**src/design/uart_rx_cfg.svh**
```systemverilog
// Operation
// - The line is sampled at sixteen times the baud rate, or eight times in double speed.
// - Double speed is taken when the double speed select bit is one, halving samples per bit.
// - A high to low change on the idle line starts the start bit detection.
// - The first low sample after the falling edge is sample one, later ones count on.
// - The start bit is judged from samples 8, 9, 10, or 4, 5, 6 in double speed.
// - Two or more high check samples reject the start bit as noise and resume the search.
// - Every valid start bit resynchronises the bit timing and begins data recovery.
// - Start, data and parity bits run through sixteen sample states, or eight in double speed.
// - Every bit, parity included, takes the majority of its three centre samples.
// - Recovery runs through the first stop bit and ignores any further stop bits.
// - A stop bit voted low sets the frame error flag for that character.
// - A falling edge right after the last stop bit vote sample already starts a new frame.
// - Character plus parity lengths from five to ten bits are supported.
// - Receiver and transmitter should each take about half of the total rate error budget.
`ifndef UART_RX_CFG_SVH
`define UART_RX_CFG_SVH

`define SAMPLES_NORMAL     5'h10
`define SAMPLES_DOUBLE     5'h08
`define VOTE_LAST_NORMAL   5'h0a
`define VOTE_LAST_DOUBLE   5'h06
`define CHAR_BITS_MIN      4'h5
`define CHAR_BITS_MAX      4'h9
`define LINE_IDLE_LEVEL    1'b1

`endif

```
**src/design/uart_rx_pkg.sv**
```systemverilog
package uart_rx_pkg;

   typedef enum logic [2:0] {
      RX_IDLE,
      RX_START,
      RX_DATA,
      RX_PARITY,
      RX_STOP
   } rx_state_t;

   typedef logic [4:0] sample_num_t;

   function automatic logic majority3(input logic [2:0] s);
      majority3 = (s[0] & s[1]) | (s[0] & s[2]) | (s[1] & s[2]);
   endfunction : majority3

endpackage : uart_rx_pkg

```
**src/design/sample_if.sv**
```systemverilog
`timescale 1ns/100ps
`default_nettype none

interface sample_if;
   logic strobe;
   logic cur_sample;
   logic prev_sample;
   logic vote;

   modport sampler
   (
      output strobe,
      output cur_sample,
      output prev_sample,
      output vote
   );

   modport core
   (
      input  strobe,
      input  cur_sample,
      input  prev_sample,
      input  vote
   );
endinterface : sample_if

`default_nettype wire

```
**src/design/rx_line_sampler.sv**
```systemverilog
`timescale 1ns/100ps
`default_nettype none
`include "uart_rx_cfg.svh"

module rx_line_sampler
(
   input  wire logic   core_clk,
   input  wire logic   sys_rst,
   input  wire logic   serial_in,
   input  wire logic   os_tick,
   sample_if.sampler   line
);
   import uart_rx_pkg::*;

   logic       sync_a;
   logic       sync_b;
   logic [2:0] hist;
   logic       strobe;

   // Two stage synchroniser for the asynchronous line
   always_ff @(posedge core_clk or posedge sys_rst)
   begin
      if (sys_rst)
      begin
         sync_a <= `LINE_IDLE_LEVEL;
         sync_b <= `LINE_IDLE_LEVEL;
      end
      else
      begin
         sync_a <= serial_in;
         sync_b <= sync_a;
      end
   end

   // Sample history shifts only on the oversampling tick
   always_ff @(posedge core_clk or posedge sys_rst)
   begin
      if (sys_rst)
         hist <= 3'h7;
      else if (os_tick)
         hist <= {hist[1:0], sync_b};
   end

   always_ff @(posedge core_clk or posedge sys_rst)
   begin
      if (sys_rst)
         strobe <= 1'b0;
      else
         strobe <= os_tick;
   end

   assign line.strobe      = strobe;
   assign line.cur_sample  = hist[0];
   assign line.prev_sample = hist[1];
   assign line.vote        = majority3(hist);

endmodule : rx_line_sampler

`default_nettype wire

```
**src/design/uart_async_rx_recovery.sv**
```systemverilog
`timescale 1ns/100ps
`default_nettype none
`include "uart_rx_cfg.svh"

module uart_async_rx_recovery
#(
   parameter int MAX_CHAR_BITS = 9
)
(
   input  wire logic                      core_clk,
   input  wire logic                      sys_rst,
   input  wire logic                      serial_in,
   input  wire logic                      os_tick,
   input  wire logic                      double_speed_select,
   input  wire logic [3:0]                char_bits,
   input  wire logic                      parity_enable,
   output logic      [MAX_CHAR_BITS-1:0]  rx_data,
   output logic                           rx_parity,
   output logic                           frame_error_flag,
   output logic                           frame_done,
   output logic                           rx_busy
);
   import uart_rx_pkg::*;

   generate
      if (MAX_CHAR_BITS < 5 || MAX_CHAR_BITS > 9)
      begin : g_bad_width
         $error("MAX_CHAR_BITS must lie between 5 and 9");
      end
   endgenerate

   sample_if line ();

   rx_line_sampler u_sampler
   (
      .core_clk  (core_clk),
      .sys_rst   (sys_rst),
      .serial_in (serial_in),
      .os_tick   (os_tick),
      .line      (line)
   );

   rx_state_t                state;
   sample_num_t              sample_num;
   logic [3:0]               bit_idx;
   logic [MAX_CHAR_BITS-1:0] shift;
   sample_num_t              samples_per_bit;
   sample_num_t              vote_last;
   logic [3:0]               char_len;
   logic                     at_vote;
   logic                     at_bit_end;
   logic                     par_bit;

   always_comb
   begin
      // Double speed halves the samples per bit and moves the centre
      samples_per_bit = double_speed_select ? `SAMPLES_DOUBLE : `SAMPLES_NORMAL;
      vote_last       = double_speed_select ? `VOTE_LAST_DOUBLE : `VOTE_LAST_NORMAL;
      if (char_bits < `CHAR_BITS_MIN)
         char_len = `CHAR_BITS_MIN;
      else if (char_bits > 4'(MAX_CHAR_BITS))
         char_len = 4'(MAX_CHAR_BITS);
      else
         char_len = char_bits;
      // The strobe now carries the sample numbered sample_num + 1
      at_vote    = line.strobe && (sample_num == vote_last - 5'h01);
      at_bit_end = line.strobe && (sample_num == samples_per_bit);
   end

   // Sequencing of start, data, parity and stop bits
   always_ff @(posedge core_clk or posedge sys_rst)
   begin
      if (sys_rst)
      begin
         state      <= RX_IDLE;
         sample_num <= 5'h00;
         bit_idx    <= 4'h0;
      end
      else if (line.strobe)
      begin
         unique case (state)
            RX_IDLE:
               if (!line.cur_sample && line.prev_sample)
               begin
                  state      <= RX_START;
                  sample_num <= 5'h01;
               end
            RX_START:
               if (at_vote && line.vote)
                  state <= RX_IDLE;
               else if (at_bit_end)
               begin
                  state      <= RX_DATA;
                  sample_num <= 5'h01;
                  bit_idx    <= 4'h0;
               end
               else
                  sample_num <= sample_num + 5'h01;
            RX_DATA:
               if (at_bit_end)
               begin
                  sample_num <= 5'h01;
                  if (bit_idx == char_len - 4'h1)
                     state <= parity_enable ? RX_PARITY : RX_STOP;
                  else
                     bit_idx <= bit_idx + 4'h1;
               end
               else
                  sample_num <= sample_num + 5'h01;
            RX_PARITY:
               if (at_bit_end)
               begin
                  state      <= RX_STOP;
                  sample_num <= 5'h01;
               end
               else
                  sample_num <= sample_num + 5'h01;
            RX_STOP:
               // Back to hunting right after the last vote sample
               if (at_vote)
                  state <= RX_IDLE;
               else
                  sample_num <= sample_num + 5'h01;
         endcase
      end
   end

   // Voted data and parity bits
   always_ff @(posedge core_clk or posedge sys_rst)
   begin
      if (sys_rst)
      begin
         shift   <= '0;
         par_bit <= 1'b0;
      end
      else if (state == RX_START && at_bit_end)
         shift <= '0;
      else if (state == RX_DATA && at_vote)
         shift[bit_idx] <= line.vote;
      else if (state == RX_PARITY && at_vote)
         par_bit <= line.vote;
   end

   // Character hand-off and frame error at the stop bit vote
   always_ff @(posedge core_clk or posedge sys_rst)
   begin
      if (sys_rst)
      begin
         rx_data          <= '0;
         rx_parity        <= 1'b0;
         frame_error_flag <= 1'b0;
         frame_done       <= 1'b0;
      end
      else
      begin
         frame_done <= 1'b0;
         if (state == RX_STOP && at_vote)
         begin
            rx_data          <= shift;
            // Parity is handed over with the character, held for frames without one
            if (parity_enable)
               rx_parity <= par_bit;
            frame_error_flag <= ~line.vote;
            frame_done       <= 1'b1;
         end
      end
   end

   always_ff @(posedge core_clk or posedge sys_rst)
   begin
      if (sys_rst)
         rx_busy <= 1'b0;
      else
         rx_busy <= (state != RX_IDLE);
   end

endmodule : uart_async_rx_recovery

`default_nettype wire

```
**config.mk**
```make
export PLATFORM = sky130hd
export DESIGN_NAME = uart_async_rx_recovery
export DESIGN_NICKNAME = d
export VERILOG_FILES = /design/src/design/uart_rx_pkg.sv /design/src/design/sample_if.sv /design/src/design/rx_line_sampler.sv /design/src/design/uart_async_rx_recovery.sv
export VERILOG_INCLUDE_DIRS = /design/src /design/src/design
export SDC_FILE = /design/constraint.sdc
export NUM_CORES = 1
export LEC_CHECK = 0
export BUFFER_PORTS_ARGS = -buffer_cell sky130_fd_sc_hd__buf_2
export CORE_MARGIN = 2
export CORE_UTILIZATION = 61
export CTS_CLUSTER_DIAMETER = 200
export DETAILED_ROUTE_END_ITERATION = 8
export PLACE_DENSITY = 0.82
export SYNTH_ARGS = -nofsm -noshare
export SYNTH_HDL_FRONTEND = slang
export SYNTH_SLANG_ARGS = --single-unit
export TNS_END_PERCENT = 30
```
**constraint.sdc**
```tcl
create_clock -name core_clk -period 4.79 [get_ports core_clk]
set_clock_uncertainty 0.15 [all_clocks]
set_input_delay 0.479 -clock core_clk [delete_from_list [all_inputs] [get_ports core_clk]]
set_output_delay 0.479 -clock core_clk [all_outputs]
set_load 0.01 [all_outputs]
```
==> results of run 1 <==
state kept, by name (all words and copies together), names as in the netlist:
| register | cells |
|---|---|
| frame_error_flag | 1 |
| par_bit | 1 |
| frame_done | 1 |
| sample_num | 5 |
| shift | 9 |
| rx_data | 9 |
| rx_busy | 1 |
| u_sampler.hist | 3 |
| state | 3 |
| u_sampler.sync_b | 1 |
| bit_idx | 4 |
| u_sampler.sync_a | 1 |
| rx_parity | 1 |
| u_sampler.line.strobe | 1 |
cell usage after synthesis, types with 2 or more instances:
| library cell | count | area [um2] |
|---|---|---|
| a21o_1 | 2 | 15.0 |
| a21oi_1 | 11 | 55.1 |
| and3_1 | 5 | 31.3 |
| buf_2 | 2 | 10.0 |
| clkbuf_1 | 5 | 18.8 |
| dfrtp_1 | 36 | 901 |
| dfstp_2 | 5 | 131 |
| ha_1 | 8 | 100 |
| inv_1 | 8 | 30.0 |
| mux2_1 | 12 | 135 |
| mux2_2 | 3 | 33.8 |
| mux2i_1 | 5 | 50.1 |
| nand2_1 | 27 | 101 |
| nand3_1 | 12 | 60.1 |
| nand3b_1 | 4 | 30.0 |
| nor2_1 | 10 | 37.5 |
| nor2b_1 | 5 | 31.3 |
| nor3b_2 | 2 | 25.0 |
| o21ai_0 | 7 | 35.0 |
| o21ai_1 | 5 | 25.0 |
| or3_1 | 2 | 12.5 |
| or3b_1 | 2 | 17.5 |
| xnor2_1 | 3 | 26.3 |
| xor2_1 | 2 | 17.5 |
power breakdown:
group	leakage (nW)	internal [W]	switching, W
combinational	0.552	0.000113	0.000154
clock	0.0310	0.0000553	0.000114
sequential	0.534	0.000396	0.0000564
total	1.12	0.000564	0.000324
metal layers:
metal  global-route usage  vias to the layer above  wire length (um)
li1                     -                      756                 -
met1                0.250                      751              1660
met2                0.378                       33              1860
met3               0.0518                       11               143
met4                0.117                        0                80
met5                    0                        -                 0
kinds of logic (layout without fill, tap and decap cells):
family / Yosys count / in the layout / synth area share
compound gates: 35 / 35 / 0.104
xor+xnor: 5 / 5 / 0.0204
fa+ha+maj: 9 / 9 / 0.0513
buf+inv: 16 / 39 / 0.0327
flops: 41 / 41 / 0.481
mux: 21 / 21 / 0.109
simple gates: 78 / 78 / 0.201
stage by stage:
step,worst slack [ps],instance area [um2],util,instances
finish,2320,2330,0.694,274
global route,2160,2330,0.694,274
CTS,2320,2330,0.694,274
detailed placement,2010,2280,0.678,266
global placement,2080,2280,0.678,266
floorplan,2260,2140,-,205
worst max-delay path: cells and delay by family (launching register included):
family | cells | cell delay, ps
and+or+nand+nor | 3 | 1010
DFF | 1 | 480
AOI/OAI and AO/OA | 1 | 410
muxes | 1 | 310
worst min-delay path by stage:
stage,startpoint,end,cells after the start
4_1_cts,serial_in,u_sampler.sync_a$_DFF_PP1_,1
5_1_grt,serial_in,u_sampler.sync_a$_DFF_PP1_,1
3_3_place_gp,u_sampler.sync_a$_DFF_PP1_,u_sampler.sync_b$_DFF_PP1_,0
3_5_place_dp,u_sampler.sync_a$_DFF_PP1_,u_sampler.sync_b$_DFF_PP1_,0
6_report,serial_in,u_sampler.sync_a$_DFF_PP1_,1
2_1_floorplan,u_sampler.sync_a$_DFF_PP1_,u_sampler.sync_b$_DFF_PP1_,0
final cells by class:
class	count	area, um2
clock buffer	5	37.5
clock inverter	3	17.5
fill	266	1030
tap	46	57.6
inverter	8	30.0
sequential	41	1030
timing repair buffer	23	118
multi-input combinational	148	1040
==> impl_summary.log, run 1 <==
[metrics] worst setup path class: reg -> reg
[metrics] insertion delay of the later-clocked pin in the worst-skew pair: 360 ps
[metrics] via count of the first global-routing pass: 1582
[metrics] CTS Hold Buffers Added: 0
[metrics] boundary pin count: 23
[metrics] net count of the finished layout: 245
[metrics] global placer's final weighted congestion: 0.815
[metrics] WL/cell: approximately 14 um
[metrics] Core ar.: 3360 um2
[metrics] peak supply drop: approximately 0.00035 V
[metrics] leakage power figure: approximately 1.1 nW
[metrics] Tightest Pin Transition: 565 ps
[metrics] share of the clock period used by the worst path after layout: 0.515
[metrics] required time of the critical path: 4900 ps
[metrics] number of core rows: 21
[metrics] number of nets in the synthesized netlist: roughly 220
[metrics] aggregate global-route resource usage: 0.218
[metrics] number of hold-slack violations in the final timing report: 0
[metrics] proportion of layout cells with a drive suffix above 1: 0.219
[metrics] Starting Density: 0.638
[metrics] via/cell ratio: 5.66
[metrics] worst reg2reg setup slack: between 2000 and 2500 ps
[metrics] min-delay worst type: in -> reg
[metrics] clock period minus final worst setup slack: roughly 2500 ps
[metrics] grt ovf: 0
[metrics] area grow syn2layout: 8.87%
[metrics] wire length of the first global-routing pass: ~6.8 mm
[metrics] share of flip-flops with an asynchronous set or reset after synthesis: 1.00
[metrics] number of max-slew violations in the final report: 0
[metrics] synthesis warning total: 0
[metrics] Synth cell types: 46
[metrics] termination of the worst setup path: rx_parity$_DFFE_PP0P_
[metrics] slowest library cell on the worst path: dfrtp_1
[metrics] most common cell after layout, fill and taps aside: dfrtp_1
[metrics] drt total wl: 3.75 mm
[metrics] die area: between 4000 and 5000 um2
[metrics] H-tree level count: 2
[metrics] final-report setup violation count: 0
[metrics] kind of start point of the critical path: flip-flop
[metrics] commonest non-fill, non-tap cells in the layout: dfrtp_1, nand2_1, buf_2
[metrics] Worst-path clk slew: 130 ps
[metrics] Synth Flop Type: dfrtp_1
[metrics] largest fanout on the critical path: 13
[metrics] final worst hold slack: a little over 60 ps
[metrics] Root Driver: clkbuf_4
[metrics] clock buffers created by TritonCTS: 5
[metrics] violation count after the first detailed-route iteration: 119
[metrics] Synth Register Bits: between 40 and 50
[metrics] unrepaired setup endpoints after global routing: no
[metrics] Detail Route Antenna Nets: 0
[metrics] detailed placer's ending HPWL: 2.68 mm
[metrics] count of cells along the worst register-to-register path: 5
[metrics] via count of the routed design: 1551
[metrics] launching element of the worst setup path: sample_num[2]$_DFFE_PP0P_
[metrics] input/output buffers: 22
[metrics] Resized Gates After CTS: 0
[metrics] total DRC errors in the routed layout: 0
[metrics] Post-Syn Instances: 205
[metrics] CP arrival: 2580 ps
[metrics] Worst setup EP type: flip-flop
[metrics] Die Wd: around 63 um
[metrics] number of antenna violations at the first check in global routing: 0
[metrics] max-slew headroom at the worst pin: 0.623
[metrics] number of setup buffers added after CTS: 0
[metrics] number of antenna diodes: 0
[metrics] worst-case clock buffer depth: 2
[metrics] clock sink count: 41
[metrics] maximum number of pins on one net before global-route repair: 42
[metrics] result of the run: completed
[metrics] upper clock frequency limit: 405 MHz
[metrics] Crit path largest cell delay: 480 ps
[metrics] detailed-router iteration count before antenna repair: 4
[metrics] max capacitance violation total: 0
[metrics] TNS Setup: 0 ps
[metrics] proportion of synthesized chip area in sequential cells: 0.481
[metrics] terminus of the critical flop-to-flop path: rx_parity$_DFFE_PP0P_
[metrics] area of the mapped netlist: 2140 um2
[metrics] number of enable flip-flop cells after synthesis: 0
[metrics] per-instance average area after synthesis: between 10 and 15 um2
[metrics] TritonCTS clock tree: yes
[metrics] r2r startpoint: sample_num[2]$_DFFE_PP0P_
[metrics] Vert. Die Dim: 63.3 um
[metrics] pwr dens: 381 nW/um2
[metrics] series of cell instances along the critical path: or3b_4 -> a211oi_4 -> and3_2 -> nand2_1 -> mux2_4
[metrics] Power Total: just under 0.0009 W
Note: power is estimated with default switching activity, not from simulation.
==> inputs of run 2 (changes only) <==
Settings changed: CORE_UTILIZATION 61 to 58, PLACE_DENSITY 0.82 to 0.79.
Clock period 4.79 ns to 2.4 ns, I/O delays scaled along.
==> run 2 against run 1 <==
Die area rose by 4.8%. Design area rose by 9.0%. Cell count rose by 6.6%. Register-to-register slack got worse by 2200 ps. Combinational power rose by 120%. First-iteration DRC count rose by 18%. Flip-flop and latch count did not move. Global-route usage fell by 2.1 points. Clock power rose to 3.3 times the previous value. Worst setup slack got worse by 2200 ps. Clock-buffer cell count rose by 2. Fmax rose by 7.6%. Critical path type unchanged. Critical endpoint is now state[2]$_DFFE_PP0P_. Largest power group unchanged.
==> impl_summary.log, run 2 (synthesis gave the netlist of run 1 again) <==
[metrics] global placer's final weighted congestion: 0.780
[metrics] TritonCTS clock tree: yes
[metrics] clock period minus final worst setup slack: roughly 2300 ps
[metrics] insertion delay of the later-clocked pin in the worst-skew pair: 290 ps
[metrics] number of hold-slack violations in the final timing report: 0
[metrics] Starting Density: 0.595
[metrics] clock buffers created by TritonCTS: 5
[metrics] number of max-slew violations in the final report: 0
[metrics] series of cell instances along the critical path: buf_4 -> or3b_1 -> a211oi_2 -> o22ai_1 -> nand2_1 -> and4b_4 -> mux2_1
[metrics] via count of the first global-routing pass: 1486
[metrics] worst-case clock buffer depth: 2
[metrics] H-tree level count: 2
[metrics] number of fillers in the final layout: 283
[metrics] input/output buffers: 22
[metrics] worst reg2reg setup slack: 110 ps
[metrics] area grow syn2layout: 18.7%
[metrics] net count of the finished layout: 261
[metrics] most common cell after layout, fill and taps aside: dfrtp_1
[metrics] Placed Area: 2390 um2
[metrics] Die Wd: 64.8 um
[metrics] largest fanout on the critical path: 6
[metrics] die area: 4200 um2
[metrics] detailed placer's ending HPWL: 2.67 mm
[metrics] start point of the worst hold path: parity_enable
[metrics] max-slew headroom at the worst pin: 0.675
[metrics] result of the run: completed
[metrics] leakage power figure: 1.23 nW
[metrics] clock sink count: between 40 and 50
[metrics] boundary pin count: 23
[metrics] kind of start point of the critical path: flip-flop
[metrics] r2r startpoint: sample_num[3]$_DFFE_PP0P_
[metrics] violation count after the first detailed-route iteration: 141
[metrics] total DRC errors in the routed layout: 0
[metrics] Vert. Die Dim: 64.8 um
[metrics] drt total wl: 3.57 mm
[metrics] launching element of the worst setup path: sample_num[3]$_DFFE_PP0P_
[metrics] share of the clock period used by the worst path after layout: 0.956
[metrics] Tightest Pin Transition: 487 ps
[metrics] max capacitance violation total: 0
[metrics] Power Total: 0.00204 W
[metrics] final design instance area without fill: 2540 um2
[metrics] final-report setup violation count: 0
[metrics] WL/cell: 12.2 um
[metrics] unrepaired setup endpoints after global routing: no
[metrics] non-filler instance count after layout: 292
[metrics] Detail Route Antenna Nets: 0
[metrics] Core ar.: 3610 um2
[metrics] pwr dens: roughly 800 nW/um2
[metrics] number of setup buffers added after CTS: 0
[metrics] final core utilization: 0.706
[metrics] maximum number of pins on one net before global-route repair: 42
[metrics] min-delay worst type: in -> reg
[metrics] CP arrival: 2320 ps
[metrics] grt ovf: 0
[metrics] number of antenna diodes: 0
[metrics] slowest library cell on the worst path: or3b_1
[metrics] worst setup path class: reg -> reg
[metrics] via/cell ratio: 5.35
[metrics] Crit path largest cell delay: 390 ps
[metrics] number of core rows: 22
[metrics] detailed-router iteration count before antenna repair: 4
[metrics] commonest non-fill, non-tap cells in the layout: dfrtp_1, nand2_1, buf_2
[metrics] upper clock frequency limit: 436 MHz
[metrics] Root Driver: clkbuf_8
[metrics] peak supply drop: between 0.0005 and 0.0006 V
[metrics] proportion of layout cells with a drive suffix above 1: 0.258
[metrics] Worst setup EP type: flip-flop
[metrics] number of antenna violations at the first check in global routing: 0
[metrics] aggregate global-route resource usage: 0.197
[metrics] wire length of the first global-routing pass: 6.40 mm
[metrics] registers with the most flip-flops: rx_data (9), shift (9), sample_num (5)
[metrics] required time of the critical path: 2430 ps
[metrics] total instance count after detailed placement: ~280
[metrics] via count of the routed design: 1562
[metrics] Worst-path clk slew: 70 ps
==> run 2: changes by cell type in the layout (fill, tap and decap cells not counted), sizes merged <==
cell,change
buf,+13
clkinv,-2
clkbuf,+2
bufinv,+1
dlygate4sd3,+3
clkinvlp,-1
==> run 2: layout make-up <==
cell class / instances / area (um2) / share of cell area
Multi-Input combinational cell: 148 / 1050 / 0.412
Sequential cell: 41 / 1030 / 0.406
Timing Repair Buffer: 39 / 258 / 0.101
Clock buffer: 7 / 86.3 / 0.0339
Tap cell: 48 / 60.1 / 0.0236
Clock inverter: 1 / 30.0 / 0.0118
Inverter: 8 / 30.0 / 0.0118
==> run 2: worst max-delay path: cells and delay by family (launching register included) <==
| kind | cells | cell delay, ps |
|---|---|---|
| AO/OA/AOI/OAI | 2 | 460 |
| flip-flops | 1 | 380 |
| buffers and inverters | 1 | 150 |
| AND/OR/NAND/NOR | 3 | 730 |
| multiplexers | 1 | 320 |
==> run 2: metal layers <==
layer	track usage	share of wire	routed length [um]	up-vias
li1	-	-	-	785
met1	0.236	0.44	1560	743
met2	0.339	0.51	1810	28
met3	0.0590	0.039	138	6
met4	0.0638	0.015	53	0
met5	0	0	0	-
==> run 2: what timing repair did <==
item | 4_1_cts | 5_1_grt
endpoints found under the hold margin | 38 | 0
hold buffers | 3 | 0
setup endpoints to repair | 0 | 1
resized for setup | 0 | 1
==> run 2: report_power, final <==
group / total, W / switching [W] / internal [W]
sequential: 0.000884 / 0.0000934 / 0.000790
clock: 0.000561 / 0.000222 / 0.000339
combinational: 0.000594 / 0.000323 / 0.000271
total: 0.00204 / 0.000639 / 0.00140
==> run 2: worst paths after layout <==
| check | cells after the start | end |
|---|---|---|
| worst min register to register | 0 | u_sampler.sync_b$_DFF_PP1_ |
| min in group asynchronous | 4 | frame_done$_DFF_PP0_ |
| max in group asynchronous | 4 | u_sampler.hist[1]$_DFFE_PP1P_ |
| worst max-delay path | 7 | state[2]$_DFFE_PP0P_ |
| worst min-delay path | 3 | rx_parity$_DFFE_PP0P_ |
| worst max register to register | 7 | state[2]$_DFFE_PP0P_ |
==> run 2: metrics by stage <==
stage | hold WS, ps | setup TNS, ps | worst slack [ps]
after global routing | 182 | 0 | 42.3
after floorplan | 94.5 | 0 | 112
after CTS | 171 | 0 | 146
after detailed placement | 197 | -315 | -132
after global placement | 195 | -47.4 | -21.7
final | 181 | 0 | 106
==> inputs of run 3 (changes only) <==
Settings changed: CORE_ASPECT_RATIO from default to 1.2, PLACE_DENSITY 0.79 to 0.85.
==> run 3 against run 2 <==
Critical path depth did not move. Highest routed layer unchanged. Wire length rose by 6.5%. Global-route usage rose by 0.62 points.
==> impl_summary.log, run 3 (synthesis gave the netlist of run 1 again) <==
[metrics] final worst hold slack: 168 ps
[metrics] max capacitance violation total: 0
[metrics] max-slew headroom at the worst pin: 0.634
[metrics] switching component of the power: 0.000654 W
[metrics] number of fillers in the final layout: 281
[metrics] Root Driver: clkbuf_8
[metrics] non-filler instance count after layout: 282
[metrics] switching part of the total power: 0.319
[metrics] Core ar.: 3600 um2
[metrics] maximum number of pins on one net before global-route repair: 42
[metrics] registers with the most flip-flops: rx_data (9), shift (9), sample_num (5)
[metrics] share of power burned in the clock network: 0.276
[metrics] violation count after the first detailed-route iteration: 63
[metrics] slowest library cell on the worst path: or3b_1
[metrics] Worst setup EP type: flip-flop
[metrics] Vert. Die Dim: 70.6 um
[metrics] clock sink count: 41
[metrics] Worst-path clk slew: 80 ps
[metrics] die area: around 4200 um2
[metrics] number of hold-slack violations in the final timing report: 0
[metrics] Detail Route Antenna Nets: 0
[metrics] Crit path largest cell delay: 420 ps
[metrics] Tightest Pin Transition: roughly 550 ps
[metrics] Worst path top cell family by delay: simple AND/OR/NAND/NOR gates
[metrics] area grow syn2layout: 17.6%
[metrics] number of antenna violations at the first check in global routing: 0
[metrics] total instance count after detailed placement: 271
[metrics] WL/cell: between 10 and 15 um
[metrics] peak supply drop: ~0.00060 V
[metrics] number of max-slew violations in the final report: 0
[metrics] proportion of layout cells with a drive suffix above 1: 0.255
[metrics] via/cell ratio: ~5.6
[metrics] clock period minus final worst setup slack: 2280 ps
[metrics] net count of the finished layout: 260
[metrics] pwr dens: 812 nW/um2
[metrics] result of the run: completed
[metrics] grt ovf: 0
[metrics] aggregate global-route resource usage: 0.203
[metrics] Starting Density: 0.595
[metrics] insertion delay of the later-clocked pin in the worst-skew pair: 300 ps
[metrics] largest fanout on the critical path: 6
[metrics] Power Total: ~0.0020 W
[metrics] global placer's final weighted congestion: 0.850
[metrics] min-delay worst type: in -> reg
[metrics] commonest non-fill, non-tap cells in the layout: dfrtp_1, nand2_1, buf_2
[metrics] leakage power figure: 1.22 nW
[metrics] clock buffers created by TritonCTS: 5
[metrics] H-tree level count: 2
[metrics] Die Wd: between 50 and 60 um
[metrics] fraction of power consumed by sequential logic: 0.431
[metrics] CP arrival: ~2300 ps
[metrics] detailed placer's ending HPWL: 2.73 mm
[metrics] worst setup path class: reg -> reg
[metrics] share of the clock period used by the worst path after layout: 0.948
[metrics] worst-case clock buffer depth: 2
[metrics] boundary pin count: 23
[metrics] number of core rows: 24
[metrics] final-report setup violation count: 0
[metrics] required time of the critical path: 2420 ps
[metrics] most common cell after layout, fill and taps aside: dfrtp_1
[metrics] unrepaired setup endpoints after global routing: no
[metrics] drt total wl: 3.80 mm
[metrics] kind of start point of the critical path: flip-flop
[metrics] upper clock frequency limit: around 440 MHz
[metrics] number of antenna diodes: 0
[metrics] WP buf/inv: 1
[metrics] via count of the first global-routing pass: 1515
[metrics] TritonCTS clock tree: yes
[metrics] total DRC errors in the routed layout: 0
[metrics] series of cell instances along the critical path: buf_4 -> or3b_1 -> a211oi_4 -> o22ai_1 -> nand2_1 -> and4b_4 -> mux2_1
[metrics] input/output buffers: 22
[metrics] detailed-router iteration count before antenna repair: 4
[metrics] via count of the routed design: around 1600
[metrics] cell-internal power: 0.00139 W
[metrics] part of the power in combinational logic: 0.293
[metrics] wire length of the first global-routing pass: ~6.6 mm
-- run 3: cell types whose count changed in the layout (fill, tap and decap cells not counted), sizes merged --
cell / change
buf: -1
-- run 3: path summary, 6_finish.rpt --
path,startpoint,end,slack [ps],cells after the start
setup / recovery,sample_num[3]$_DFFE_PP0P_,state[1]$_DFFE_PP0P_,120,7
hold / removal,parity_enable,rx_parity$_DFFE_PP0P_,170,3
setup reg to reg,sample_num[3]$_DFFE_PP0P_,state[1]$_DFFE_PP0P_,120,7
hold reg to reg,u_sampler.sync_a$_DFF_PP1_,u_sampler.sync_b$_DFF_PP1_,210,0
max in group asynchronous,sys_rst,u_sampler.hist[2]$_DFFE_PP1P_,1270,4
min in group asynchronous,sys_rst,shift[5]$_DFFE_PP0P_,460,4
-- run 3: worst register-to-register path, delay by kind of cell (launching register included) --
family	cells	cell delay, ps
simple gates	3	760
compound gates	2	410
flops	1	370
mux	1	320
buf+inv	1	150
-- run 3: power groups by stage --
stage	Sequential, W	Clock (W)	Combinational (W)
finish	0.000883	0.000564	0.000601
global route	0.000898	0.000607	0.000682
CTS	0.000883	0.000578	0.000595
detailed placement	0.000896	0	0.000585
global placement	0.000893	0	0.000568
floorplan	0.000880	0	0.000424
-- run 3: timing repair --
item                                    in CTS  in global routing
resized for setup                            0                  2
setup buffers                                0                  0
hold buffers                                 3                  0
endpoints found under the hold margin       38                  0
endpoints found under the setup margin       0                  1
-- run 3: layer usage --
layer,up-vias,part of all wire,GRT usage
met3,10,0.034,0.0567
met2,34,0.54,0.352
met1,763,0.41,0.230
met4,0,0.022,0.0864
li1,786,-,-
met5,-,0,0
-- run 3: through the flow --
stage	worst slack, ps	area [um2]	TNS (ps)	utilization
global placement	-26.8	2360	-53.2	0.655
CTS	122	2510	0	0.696
global route	17.9	2520	0	0.700
floorplan	112	2140	0	-
finish	124	2520	0	0.700
detailed placement	-104	2360	-332	0.655
-- run 3: layout make-up --
type	instances	area, um2	area share
sequential	41	1030	0.409
multi-input combinational	148	1060	0.419
clock buffer	7	86.3	0.0342
tap	39	48.8	0.0194
timing repair buffer	38	238	0.0943
inverter	8	30.0	0.0119
clock inverter	1	30.0	0.0119
